--- src/rtl/fdr_pkg.sv ---
// Package: register map, field layout, reset values and timing counts
package fdr_pkg;
   // Register offsets
   localparam logic [7:0] FDR_ADDR_REVISION = 8'h00;
   localparam logic [7:0] FDR_ADDR_MONITOR = 8'h01;
   localparam logic [7:0] FDR_ADDR_TORCH_RAMP = 8'h06;
   localparam logic [7:0] FDR_ADDR_FEATURES = 8'h08;
   localparam logic [7:0] FDR_ADDR_CURRENT = 8'h09;
   localparam logic [7:0] FDR_ADDR_ENABLE = 8'h0A;
   localparam logic [7:0] FDR_ADDR_FLAGS = 8'h0B;
   ////////////////////////////////////////////////////////////////////////
   // Reset values
   localparam logic [7:0] FDR_RST_MONITOR = 8'h80;
   localparam logic [7:0] FDR_RST_TORCH_RAMP = 8'h00;
   localparam logic [7:0] FDR_RST_FEATURES = 8'h52;
   localparam logic [7:0] FDR_RST_CURRENT = 8'h0F;
   localparam logic [7:0] FDR_RST_ENABLE = 8'h00;
   localparam logic [7:0] FDR_RST_FLAGS = 8'h00;
   // Arbitrary revision value, not tied to any part
   localparam logic [7:0] FDR_REVISION_DEF = 8'h5A;
   ////////////////////////////////////////////////////////////////////////
   // Writable bit masks; reserved bits read as zero
   localparam logic [7:0] FDR_WMASK_MONITOR = 8'h9C;
   localparam logic [7:0] FDR_WMASK_TORCH_RAMP = 8'h3F;
   localparam logic [7:0] FDR_WMASK_FEATURES = 8'h7F;
   localparam logic [7:0] FDR_WMASK_CURRENT = 8'h7F;
   localparam logic [7:0] FDR_WMASK_ENABLE = 8'hF3;
   ////////////////////////////////////////////////////////////////////////
   // Enable register fields
   localparam int FDR_EN_MONITOR_BIT = 7;
   localparam int FDR_EN_TX_BIT = 6;
   localparam int FDR_EN_STROBE_BIT = 5;
   localparam int FDR_EN_TORCH_PIN_BIT = 4;
   localparam int FDR_EN_MODE_LSB = 0;
   // Monitor register fields
   localparam int FDR_MON_UNDERVOLTAGE_LOCKOUT_BIT = 7;
   localparam int FDR_MON_THR_LSB = 2;
   // Features register fields
   localparam int FDR_FEAT_ILIM_BIT = 6;
   localparam int FDR_FEAT_RAMP_LSB = 3;
   localparam int FDR_FEAT_TOUT_LSB = 0;
   // Current register fields
   localparam int FDR_CUR_TORCH_LSB = 4;
   localparam int FDR_CUR_FLASH_LSB = 0;
   // Flag bit positions
   localparam int FDR_FLG_TIMEOUT = 0;
   localparam int FDR_FLG_THERMAL = 1;
   localparam int FDR_FLG_SHORT = 2;
   localparam int FDR_FLG_OVERVOLT = 3;
   localparam int FDR_FLG_UNDERVOLTAGE_LOCKOUT = 4;
   localparam int FDR_FLG_MONITOR = 5;
   ////////////////////////////////////////////////////////////////////////
   // Operating modes
   localparam logic [1:0] FDR_MODE_STANDBY = 2'h0;
   localparam logic [1:0] FDR_MODE_INDICATOR = 2'h1;
   localparam logic [1:0] FDR_MODE_TORCH = 2'h2;
   localparam logic [1:0] FDR_MODE_FLASH = 2'h3;
   ////////////////////////////////////////////////////////////////////////
   // Timing: time-out step of 100 ms per code, clock of 125 MHz
   localparam int FDR_CLK_KHZ = 125_000;
   localparam int FDR_TOUT_STEP_MS = 100;
   localparam int FDR_TOUT_STEP_CYC = FDR_TOUT_STEP_MS * FDR_CLK_KHZ;
endpackage

--- src/rtl/fdr_flash_timer.sv ---
// Flash time-out timer: counts (code + 1) steps while running
`timescale 1ns/1ps
module fdr_flash_timer #(
   parameter int STEP_CYC = 12_500_000,
   parameter int CODE_W = 3
) (
   input wire logic clk_sys_i,
   input wire logic nrst_i,
   input wire logic run_i,
   input wire logic [CODE_W-1:0] code_i,
   output logic expire_o
);
   localparam logic [31:0] STEP_LAST = 32'(STEP_CYC - 1);
   logic [31:0] pre_r;
   logic [CODE_W-1:0] step_r;
   logic tick;

   assign tick = (pre_r == STEP_LAST);

   ////////////////////////////////////////////////////////////////////////
   // Prescaler and step count restart whenever the flash stops
   always_ff @(posedge clk_sys_i) begin
      if (!nrst_i || !run_i) begin
         pre_r <= 32'h0000_0000;
      end else if (tick) begin
         pre_r <= 32'h0000_0000;
      end else begin
         pre_r <= pre_r + 32'h0000_0001;
      end
   end

   always_ff @(posedge clk_sys_i) begin
      if (!nrst_i || !run_i) begin
         step_r <= '0;
      end else if (tick && step_r != code_i) begin
         step_r <= step_r + CODE_W'(1);
      end
   end

   // One-cycle pulse at the end of the last step
   always_ff @(posedge clk_sys_i) begin
      if (!nrst_i) begin
         expire_o <= 1'b0;
      end else begin
         expire_o <= run_i && tick && (step_r == code_i) && !expire_o;
      end
   end
endmodule // fdr_flash_timer

--- src/rtl/fdr_flash_driver_regs.sv ---
// Flash driver register bank with mode control and fault flags
`timescale 1ns/1ps
//////////////////////////////////////////////////////////////////////////
// Contract
// - Latched fault holds standby until flag read
// - Flags alone never block mode requests
// - After read, flags stay set only if still present
// - Monitor threshold crossing sets flag bit 5
// - Overvoltage trip sets flag bit 3
// - Thermal shutdown sets flag bit 1
// - Stop-and-hold freezes ramp for rest of flash
// - Stop-and-hold crossing sets monitor flag
// - Enabled undervoltage forces standby, sets flag
// - Monitor register bit 7 enables undervoltage lockout
// - Threshold code 000..111 is 2.9..3.6 V
// - Register flash clears mode bits at time-out
// - Short or output fault clears mode bits
module fdr_flash_driver_regs
   import fdr_pkg::*;
#(
   parameter int TOUT_STEP_CYC = FDR_TOUT_STEP_CYC,
   parameter logic [7:0] REVISION = FDR_REVISION_DEF
) (
   input wire logic clk_sys_i,
   input wire logic nrst_i,
   input wire logic wr_en_i,
   input wire logic rd_en_i,
   input wire logic [7:0] addr_i,
   input wire logic [7:0] wdata_i,
   output logic [7:0] rdata_o,
   input wire logic strobe_i,
   input wire logic tx_i,
   input wire logic torch_pin_i,
   input wire logic vin_below_monitor_i,
   input wire logic vin_below_undervoltage_lockout_i,
   input wire logic overvolt_i,
   input wire logic led_short_i,
   input wire logic thermal_i,
   output logic [1:0] active_mode_o,
   output logic ramp_hold_o,
   output logic [2:0] monitor_down_threshold_o,
   output logic [3:0] flash_code_o,
   output logic [2:0] torch_code_o,
   output logic [2:0] flash_ramp_o,
   output logic inductor_limit_o,
   output logic [2:0] torch_ramp_up_o,
   output logic [2:0] torch_ramp_down_o
);
   typedef enum logic [2:0] {
      FDR_FL_IDLE = 3'b001,
      FDR_FL_RUN = 3'b010,
      FDR_FL_END = 3'b100
   } fdr_flash_state_t;

   logic [7:0] enable_r;
   logic [7:0] flags_r;
   logic [7:0] flags_nxt;
   logic [7:0] monitor_r;
   logic [7:0] ramp_r;
   logic [7:0] features_r;
   logic [7:0] current_r;
   logic [7:0] rdata_r;
   logic [1:0] mode_r;
   logic [1:0] mode_nxt;
   logic hold_r;
   logic lock_r;
   logic below_d_r;
   logic strobe_run_r;
   fdr_flash_state_t fl_state_r;
   logic [7:0] flag_set;
   logic flag_rd;
   logic fault_evt;
   logic undervoltage_lockout_evt;
   logic active;
   logic flash_req;
   logic expire;
   logic strobe_end;
   logic mode_clr;
   logic [1:0] mode_bits;

   ////////////////////////////////////////////////////////////////////////
   // Event decode
   assign mode_bits = enable_r[FDR_EN_MODE_LSB +: 2];
   assign active = (mode_r != FDR_MODE_STANDBY);
   assign flag_rd = rd_en_i && (addr_i == FDR_ADDR_FLAGS);
   assign undervoltage_lockout_evt = monitor_r[FDR_MON_UNDERVOLTAGE_LOCKOUT_BIT] && vin_below_undervoltage_lockout_i;
   // A pin-gated flash waits for the strobe level while armed
   assign flash_req = (mode_bits == FDR_MODE_FLASH) && !lock_r
      && (!enable_r[FDR_EN_STROBE_BIT] || strobe_i);
   assign strobe_end = (fl_state_r == FDR_FL_RUN) && strobe_run_r
      && !strobe_i && !expire;

   always_comb begin
      flag_set = 8'h00;
      flag_set[FDR_FLG_TIMEOUT] = expire;
      flag_set[FDR_FLG_THERMAL] = thermal_i;
      // Output faults are only judged while the source is driven
      flag_set[FDR_FLG_SHORT] = led_short_i && active;
      flag_set[FDR_FLG_OVERVOLT] = overvolt_i && active;
      flag_set[FDR_FLG_UNDERVOLTAGE_LOCKOUT] = undervoltage_lockout_evt;
      flag_set[FDR_FLG_MONITOR] = vin_below_monitor_i && !below_d_r;
   end

   assign fault_evt = |flag_set[FDR_FLG_UNDERVOLTAGE_LOCKOUT:FDR_FLG_THERMAL];
   // Hardware clears of the mode bits
   assign mode_clr = flag_set[FDR_FLG_SHORT]
      || flag_set[FDR_FLG_OVERVOLT]
      || undervoltage_lockout_evt
      || (expire && !strobe_run_r)
      || strobe_end || (expire && strobe_run_r);

   ////////////////////////////////////////////////////////////////////////
   // Time-out timer
   fdr_flash_timer #(
      .STEP_CYC(TOUT_STEP_CYC),
      .CODE_W(3)
   ) u_timer (
      .clk_sys_i(clk_sys_i),
      .nrst_i(nrst_i),
      .run_i(fl_state_r == FDR_FL_RUN),
      .code_i(features_r[FDR_FEAT_TOUT_LSB +: 3]),
      .expire_o(expire)
   );

   ////////////////////////////////////////////////////////////////////////
   // Flash sequencer
   always_ff @(posedge clk_sys_i) begin
      if (!nrst_i) begin
         fl_state_r <= FDR_FL_IDLE;
      end else begin
         case (fl_state_r)
            FDR_FL_IDLE: begin
               if (flash_req && !mode_clr) begin
                  fl_state_r <= FDR_FL_RUN;
               end
            end
            FDR_FL_RUN: begin
               if (expire || mode_clr || lock_r) begin
                  fl_state_r <= FDR_FL_END;
               end else if (!flash_req) begin
                  fl_state_r <= FDR_FL_IDLE;
               end
            end
            FDR_FL_END: begin
               fl_state_r <= FDR_FL_IDLE;
            end
            default: begin
               fl_state_r <= FDR_FL_IDLE;
            end
         endcase
      end
   end

   // Remember whether the running flash was gated by the strobe pin
   always_ff @(posedge clk_sys_i) begin
      if (!nrst_i) begin
         strobe_run_r <= 1'b0;
      end else if (fl_state_r == FDR_FL_IDLE) begin
         strobe_run_r <= enable_r[FDR_EN_STROBE_BIT];
      end
   end

   ////////////////////////////////////////////////////////////////////////
   // Stop-and-hold: freeze the ramp until the flash ends
   always_ff @(posedge clk_sys_i) begin
      if (!nrst_i) begin
         below_d_r <= 1'b0;
      end else begin
         below_d_r <= vin_below_monitor_i;
      end
   end

   always_ff @(posedge clk_sys_i) begin
      if (!nrst_i || fl_state_r != FDR_FL_RUN) begin
         hold_r <= 1'b0;
      end else if (enable_r[FDR_EN_MONITOR_BIT] && vin_below_monitor_i
         && mode_r == FDR_MODE_FLASH) begin
         // Only a flash that is already driven can have its ramp frozen
         hold_r <= 1'b1;
      end
   end

   ////////////////////////////////////////////////////////////////////////
   // Fault lock; only the flag read re-arms, a new fault in that cycle wins
   always_ff @(posedge clk_sys_i) begin
      if (!nrst_i) begin
         lock_r <= 1'b0;
      end else if (fault_evt) begin
         lock_r <= 1'b1;
      end else if (flag_rd) begin
         lock_r <= 1'b0;
      end
   end

   ////////////////////////////////////////////////////////////////////////
   // Flags: read clears, set wins over the clear
   always_comb begin
      flags_nxt = flags_r;
      if (flag_rd) begin
         flags_nxt = 8'h00;
      end
      flags_nxt = flags_nxt | flag_set;
   end

   always_ff @(posedge clk_sys_i) begin
      if (!nrst_i) begin
         flags_r <= FDR_RST_FLAGS;
      end else begin
         flags_r <= flags_nxt;
      end
   end

   ////////////////////////////////////////////////////////////////////////
   // Enable register; hardware clear of mode bits beats a host write
   always_ff @(posedge clk_sys_i) begin
      if (!nrst_i) begin
         enable_r <= FDR_RST_ENABLE;
      end else begin
         if (wr_en_i && addr_i == FDR_ADDR_ENABLE) begin
            enable_r <= wdata_i & FDR_WMASK_ENABLE;
         end
         if (mode_clr) begin
            enable_r[FDR_EN_MODE_LSB +: 2] <= FDR_MODE_STANDBY;
         end
      end
   end

   // Plain configuration registers
   always_ff @(posedge clk_sys_i) begin
      if (!nrst_i) begin
         monitor_r <= FDR_RST_MONITOR;
         ramp_r <= FDR_RST_TORCH_RAMP;
         features_r <= FDR_RST_FEATURES;
         current_r <= FDR_RST_CURRENT;
      end else if (wr_en_i) begin
         case (addr_i)
            FDR_ADDR_MONITOR: monitor_r <= wdata_i & FDR_WMASK_MONITOR;
            FDR_ADDR_TORCH_RAMP: ramp_r <= wdata_i & FDR_WMASK_TORCH_RAMP;
            FDR_ADDR_FEATURES: features_r <= wdata_i & FDR_WMASK_FEATURES;
            FDR_ADDR_CURRENT: current_r <= wdata_i & FDR_WMASK_CURRENT;
            default: begin
            end
         endcase
      end
   end

   ////////////////////////////////////////////////////////////////////////
   // Read data, one cycle after the request; unmapped reads give zero
   always_ff @(posedge clk_sys_i) begin
      if (!nrst_i) begin
         rdata_r <= 8'h00;
      end else if (rd_en_i) begin
         case (addr_i)
            FDR_ADDR_REVISION: rdata_r <= REVISION;
            FDR_ADDR_MONITOR: rdata_r <= monitor_r;
            FDR_ADDR_TORCH_RAMP: rdata_r <= ramp_r;
            FDR_ADDR_FEATURES: rdata_r <= features_r;
            FDR_ADDR_CURRENT: rdata_r <= current_r;
            FDR_ADDR_ENABLE: rdata_r <= enable_r;
            FDR_ADDR_FLAGS: rdata_r <= flags_r;
            default: rdata_r <= 8'h00;
         endcase
      end
   end

   ////////////////////////////////////////////////////////////////////////
   // Active mode; flags are not consulted here, only the fault lock and the fault events of this cycle
   always_comb begin
      mode_nxt = FDR_MODE_STANDBY;
      if (lock_r || fault_evt || undervoltage_lockout_evt) begin
         mode_nxt = FDR_MODE_STANDBY;
      end else if (fl_state_r == FDR_FL_RUN && !expire && !mode_clr) begin
         // TX pin drops a running flash to torch level
         mode_nxt = (enable_r[FDR_EN_TX_BIT] && tx_i) ?
            FDR_MODE_TORCH : FDR_MODE_FLASH;
      end else if (enable_r[FDR_EN_TORCH_PIN_BIT] && torch_pin_i) begin
         mode_nxt = FDR_MODE_TORCH;
      end else if (mode_bits != FDR_MODE_FLASH && !mode_clr) begin
         mode_nxt = mode_bits;
      end
   end

   always_ff @(posedge clk_sys_i) begin
      if (!nrst_i) begin
         mode_r <= FDR_MODE_STANDBY;
      end else begin
         mode_r <= mode_nxt;
      end
   end

   ////////////////////////////////////////////////////////////////////////
   // Outputs, all from flip-flops
   assign rdata_o = rdata_r;
   assign active_mode_o = mode_r;
   assign ramp_hold_o = hold_r;
   // Code 0 is 2.9 V, each step adds 0.1 V
   assign monitor_down_threshold_o = monitor_r[FDR_MON_THR_LSB +: 3];
   assign flash_code_o = current_r[FDR_CUR_FLASH_LSB +: 4];
   assign torch_code_o = current_r[FDR_CUR_TORCH_LSB +: 3];
   assign flash_ramp_o = features_r[FDR_FEAT_RAMP_LSB +: 3];
   assign inductor_limit_o = features_r[FDR_FEAT_ILIM_BIT];
   assign torch_ramp_up_o = ramp_r[5:3];
   assign torch_ramp_down_o = ramp_r[2:0];
endmodule // fdr_flash_driver_regs

--- config.mk ---
export PLATFORM = sky130hd
export DESIGN_NAME = fdr_flash_driver_regs
export DESIGN_NICKNAME = d
export VERILOG_FILES = /design/src/rtl/fdr_pkg.sv /design/src/rtl/fdr_flash_timer.sv /design/src/rtl/fdr_flash_driver_regs.sv
export SDC_FILE = /design/constraint.sdc
export NUM_CORES = 1
export LEC_CHECK = 0
export BUFFER_PORTS_ARGS = -buffer_cell sky130_fd_sc_hd__buf_4
export CORE_MARGIN = 2
export CORE_UTILIZATION = 45
export DETAILED_ROUTE_END_ITERATION = 12
export HOLD_SLACK_MARGIN = 0.1
export SKIP_CTS_REPAIR_TIMING = 1
export SYNTH_ARGS = -nofsm -noshare
export SYNTH_HDL_FRONTEND = slang
export SYNTH_HIERARCHICAL = 1
export SYNTH_SLANG_ARGS = --single-unit
export TNS_END_PERCENT = 1
--- constraint.sdc ---
create_clock -name clk_sys_i -period 2.8 [get_ports clk_sys_i]
set_input_delay 0.14 -clock clk_sys_i [delete_from_list [all_inputs] [get_ports clk_sys_i]]
set_output_delay 0.14 -clock clk_sys_i [all_outputs]
set_load 0.01 [all_outputs]
==> flow_metrics.env <==
export IMPL_num_rows=35
export IMPL_final_nets=562
export IMPL_cts_root_buf="clkbuf_8"
export IMPL_io_buffers=58
export IMPL_reg2reg_to="u_timer/pre_r[28]"
export IMPL_cp_end_kind="flop"
export IMPL_cts_made_buffers=9
export IMPL_critPathLaunchType="input pin"
export IMPL_synth_cell_types=58
export IMPL_p_per_area_mw_per_mm2=484.6
export IMPL_dieArea_mm2=0.01026
export IMPL_fmax_ghz=0.4182
export IMPL_fin_crit_sh_pct=85.41
export IMPL_grt_pass1_vias=3316
export IMPL_finalSetupTns_ns=0
export IMPL_die_w_um=101.3
export IMPL_slew_headroom_pct=27.00
export IMPL_required_ns=3.06
export IMPL_clock_sinks=89
export IMPL_drtAntennaViolNets=0
export IMPL_fin_skew_ns=0.01386
export IMPL_r2r_start="u_timer/pre_r[0]"
export IMPL_placed_area_mm2=0.004700
export IMPL_drt_iter0_drc=117
export IMPL_synth_area_leaders="dfxtp_1 (42%), mux2i_1 (8.0%), nor2_1 (4.5%)"
export IMPL_fin_cells=648
export IMPL_min_delay_worst_endpoint="features_r[4]"
export IMPL_ir_drop_mv=0.2846
export IMPL_drive_gt1_share_pct=16.39
export IMPL_mostFrequentLayoutCells="dfxtp_1 (89), buf_4 (61), nor2_1 (51)"
export IMPL_avgSynthCellArea_um2=8.985
export IMPL_r2r_cells=5
export IMPL_grt_max_degree=34
export IMPL_multi_input_comb_area_mm2=0.002276
export IMPL_grt_pass1_wl_um=16850
export IMPL_dr_pass1_iters=7
export IMPL_critical_path_class="in2reg"
export IMPL_syn_nets=504
export IMPL_async_reset_ff_share_pct=0
export IMPL_maxSlewViolCount=0
export IMPL_drt_wl_total_um=10490
export IMPL_final_util_pct=55.76
export IMPL_r2r_slack_ns=0.61
export IMPL_start_util_pct=46.31
export IMPL_clock_latency_ns=0.37
export IMPL_whs_path_depth=2
export IMPL_rsz0062_at_grt="no"
export IMPL_antenna_cells=0
export IMPL_area_growth_pct=20.39
export IMPL_hp_class="in2reg"
export IMPL_hold_violations=0
export IMPL_drc=0
export IMPL_min_delay_start="nrst_i"
export IMPL_gp_congestion=0.7952
export IMPL_leakage_nw=1.886
export IMPL_synthFlopType="dfxtp_1"
export IMPL_antenna_found_initial=0
export IMPL_numPlacedInstances=614
export IMPL_ys_warn_count=6
export IMPL_dpl_hpwl_um=7297
export IMPL_final_area_mm2=0.005127
export IMPL_layout_commonest_cell="dfxtp_1"
export IMPL_drv_cap=0
export IMPL_viasPerCell=5.711
export IMPL_boundaryPins=59
export IMPL_syn_inst=474
export IMPL_cts_tree="yes"
export IMPL_netlist_area_mm2=0.004259
export IMPL_routedWlPerCell_um=16.19
export IMPL_worst_path_max_fanout=10
export IMPL_status="completed"
export IMPL_h_tree_depth=3
export IMPL_worstPathArrival_ns=2.65
export IMPL_cts_buffer_depth=2
export IMPL_yosysSeqAreaShare_pct=41.83
export IMPL_yosys_area_top_type_share_pct=41.83
export IMPL_setup_viol=0
export IMPL_min_period_ns=2.391
export IMPL_synth_top_cell_by_area="dfxtp_1"
export IMPL_track_usage_pct=21.06
export IMPL_total_power_w=0.002485
export IMPL_synth_edf_count=0
export IMPL_fillCellCount=891
export IMPL_register_area_mm2=0.001782
export IMPL_ys_ff_latch=89
export IMPL_worst_pin_slew_ns=1.094
export IMPL_grt_ovfl_total=0
export IMPL_die_h_um=101.3
export IMPL_vias=3701
export IMPL_path_clk_slew_ns=0.10
export IMPL_core_area_mm2=0.009196
## per-stage QoR
stage | setup slack, ns | hold slack [ns]
5_1_grt | 0.3195 | 0.1004
3_3_place_gp | 0.7067 | 0.3706
4_1_cts | 0.6283 | -0.01469
6_report | 0.4087 | 0.09540
2_1_floorplan | 0.9426 | 0.2574
3_5_place_dp | 0.6632 | 0.3782
## area by class of cell
type	count	share of cell area (%)
clock buffer	9	2.416
clock inverter	7	2.416
inverter	12	0.8785
multi-input combinational	341	44.39
sequential	89	34.75
tap	111	2.709
timing repair buffer	79	12.45
## cell usage after synthesis, types with 3 or more instances
cell	n
dfxtp_1	89
nor2_1	51
mux2i_1	34
nand2_1	32
a21oi_1	27
o21ai_0	21
nand4_1	18
nand3_1	16
clkbuf_1	13
or4_1	13
inv_1	12
nor2b_1	12
o31ai_1	11
or3_1	10
xor2_1	10
and4_1	8
buf_2	7
buf_4	7
nor3_1	7
xnor2_1	6
nor4_1	5
a211oi_1	4
and2_1	4
and3_1	4
nor4b_1	4
clkbuf_2	3
nand2b_1	3
## worst max-delay path by stage
stage                     start  cells past startpoint                 to  slack (ns)
6_report              addr_i[2]                      7       current_r[1]        0.41
5_1_grt               addr_i[2]                      7       current_r[0]        0.32
4_1_cts        u_timer/pre_r[0]                      5  u_timer/pre_r[26]        0.63
2_1_floorplan  u_timer/pre_r[0]                      7   u_timer/pre_r[5]        0.94
3_5_place_dp   u_timer/pre_r[5]                      4  u_timer/pre_r[31]        0.66
3_3_place_gp   u_timer/pre_r[5]                      4  u_timer/pre_r[31]        0.71
## routing by layer
metal,routed length [µm],track usage [%],share of wire [%],up-vias
li1,-,-,-,1863
met1,4801,28.20,46,1732
met2,4954,34.13,47,89
met3,596,4.279,5.7,17
met4,139,6.965,1.3,0
met5,0,0,0,-
## kinds of logic (layout without fill, tap and decap cells)
logic type,Yosys count,after routing,synth area share [%]
simple gates,198,198,25.82
flops,89,89,41.83
compound gates,87,87,13.31
buf+inv,44,107,5.141
mux,38,38,10.02
xor+xnor,16,16,3.290
fa+ha+maj,2,2,0.5875
## where the power goes
group          internal [W]  total (W)  switching, W
registers           0.00127    0.00127    0.00000396
logic             0.0000639   0.000135     0.0000714
clock network      0.000602    0.00108      0.000474
## state kept, by name, indices dropped and copies added (netlist names)
name and count:
below_d_r 1, strobe_run_r 1, ramp_hold_o 1, fl_state_r 3, ramp_r 6, u_timer/pre_r 32
features_r 7, rdata_o 8, enable_r 6, active_mode_o 2, u_timer/step_r 3, flags_r 6
monitor_r 4, lock_r 1, u_timer/expire_o 1, current_r 7
## critical path: stages
cell	delay (ns)
dlygate4sd3_1	0.53
buf_4	0.18
nor2b_1	0.30
and4_1	0.62
mux2i_1	0.25
nand2_1	0.06
dlygate4sd3_1	0.56
Power figures use the tool's default switching activity.
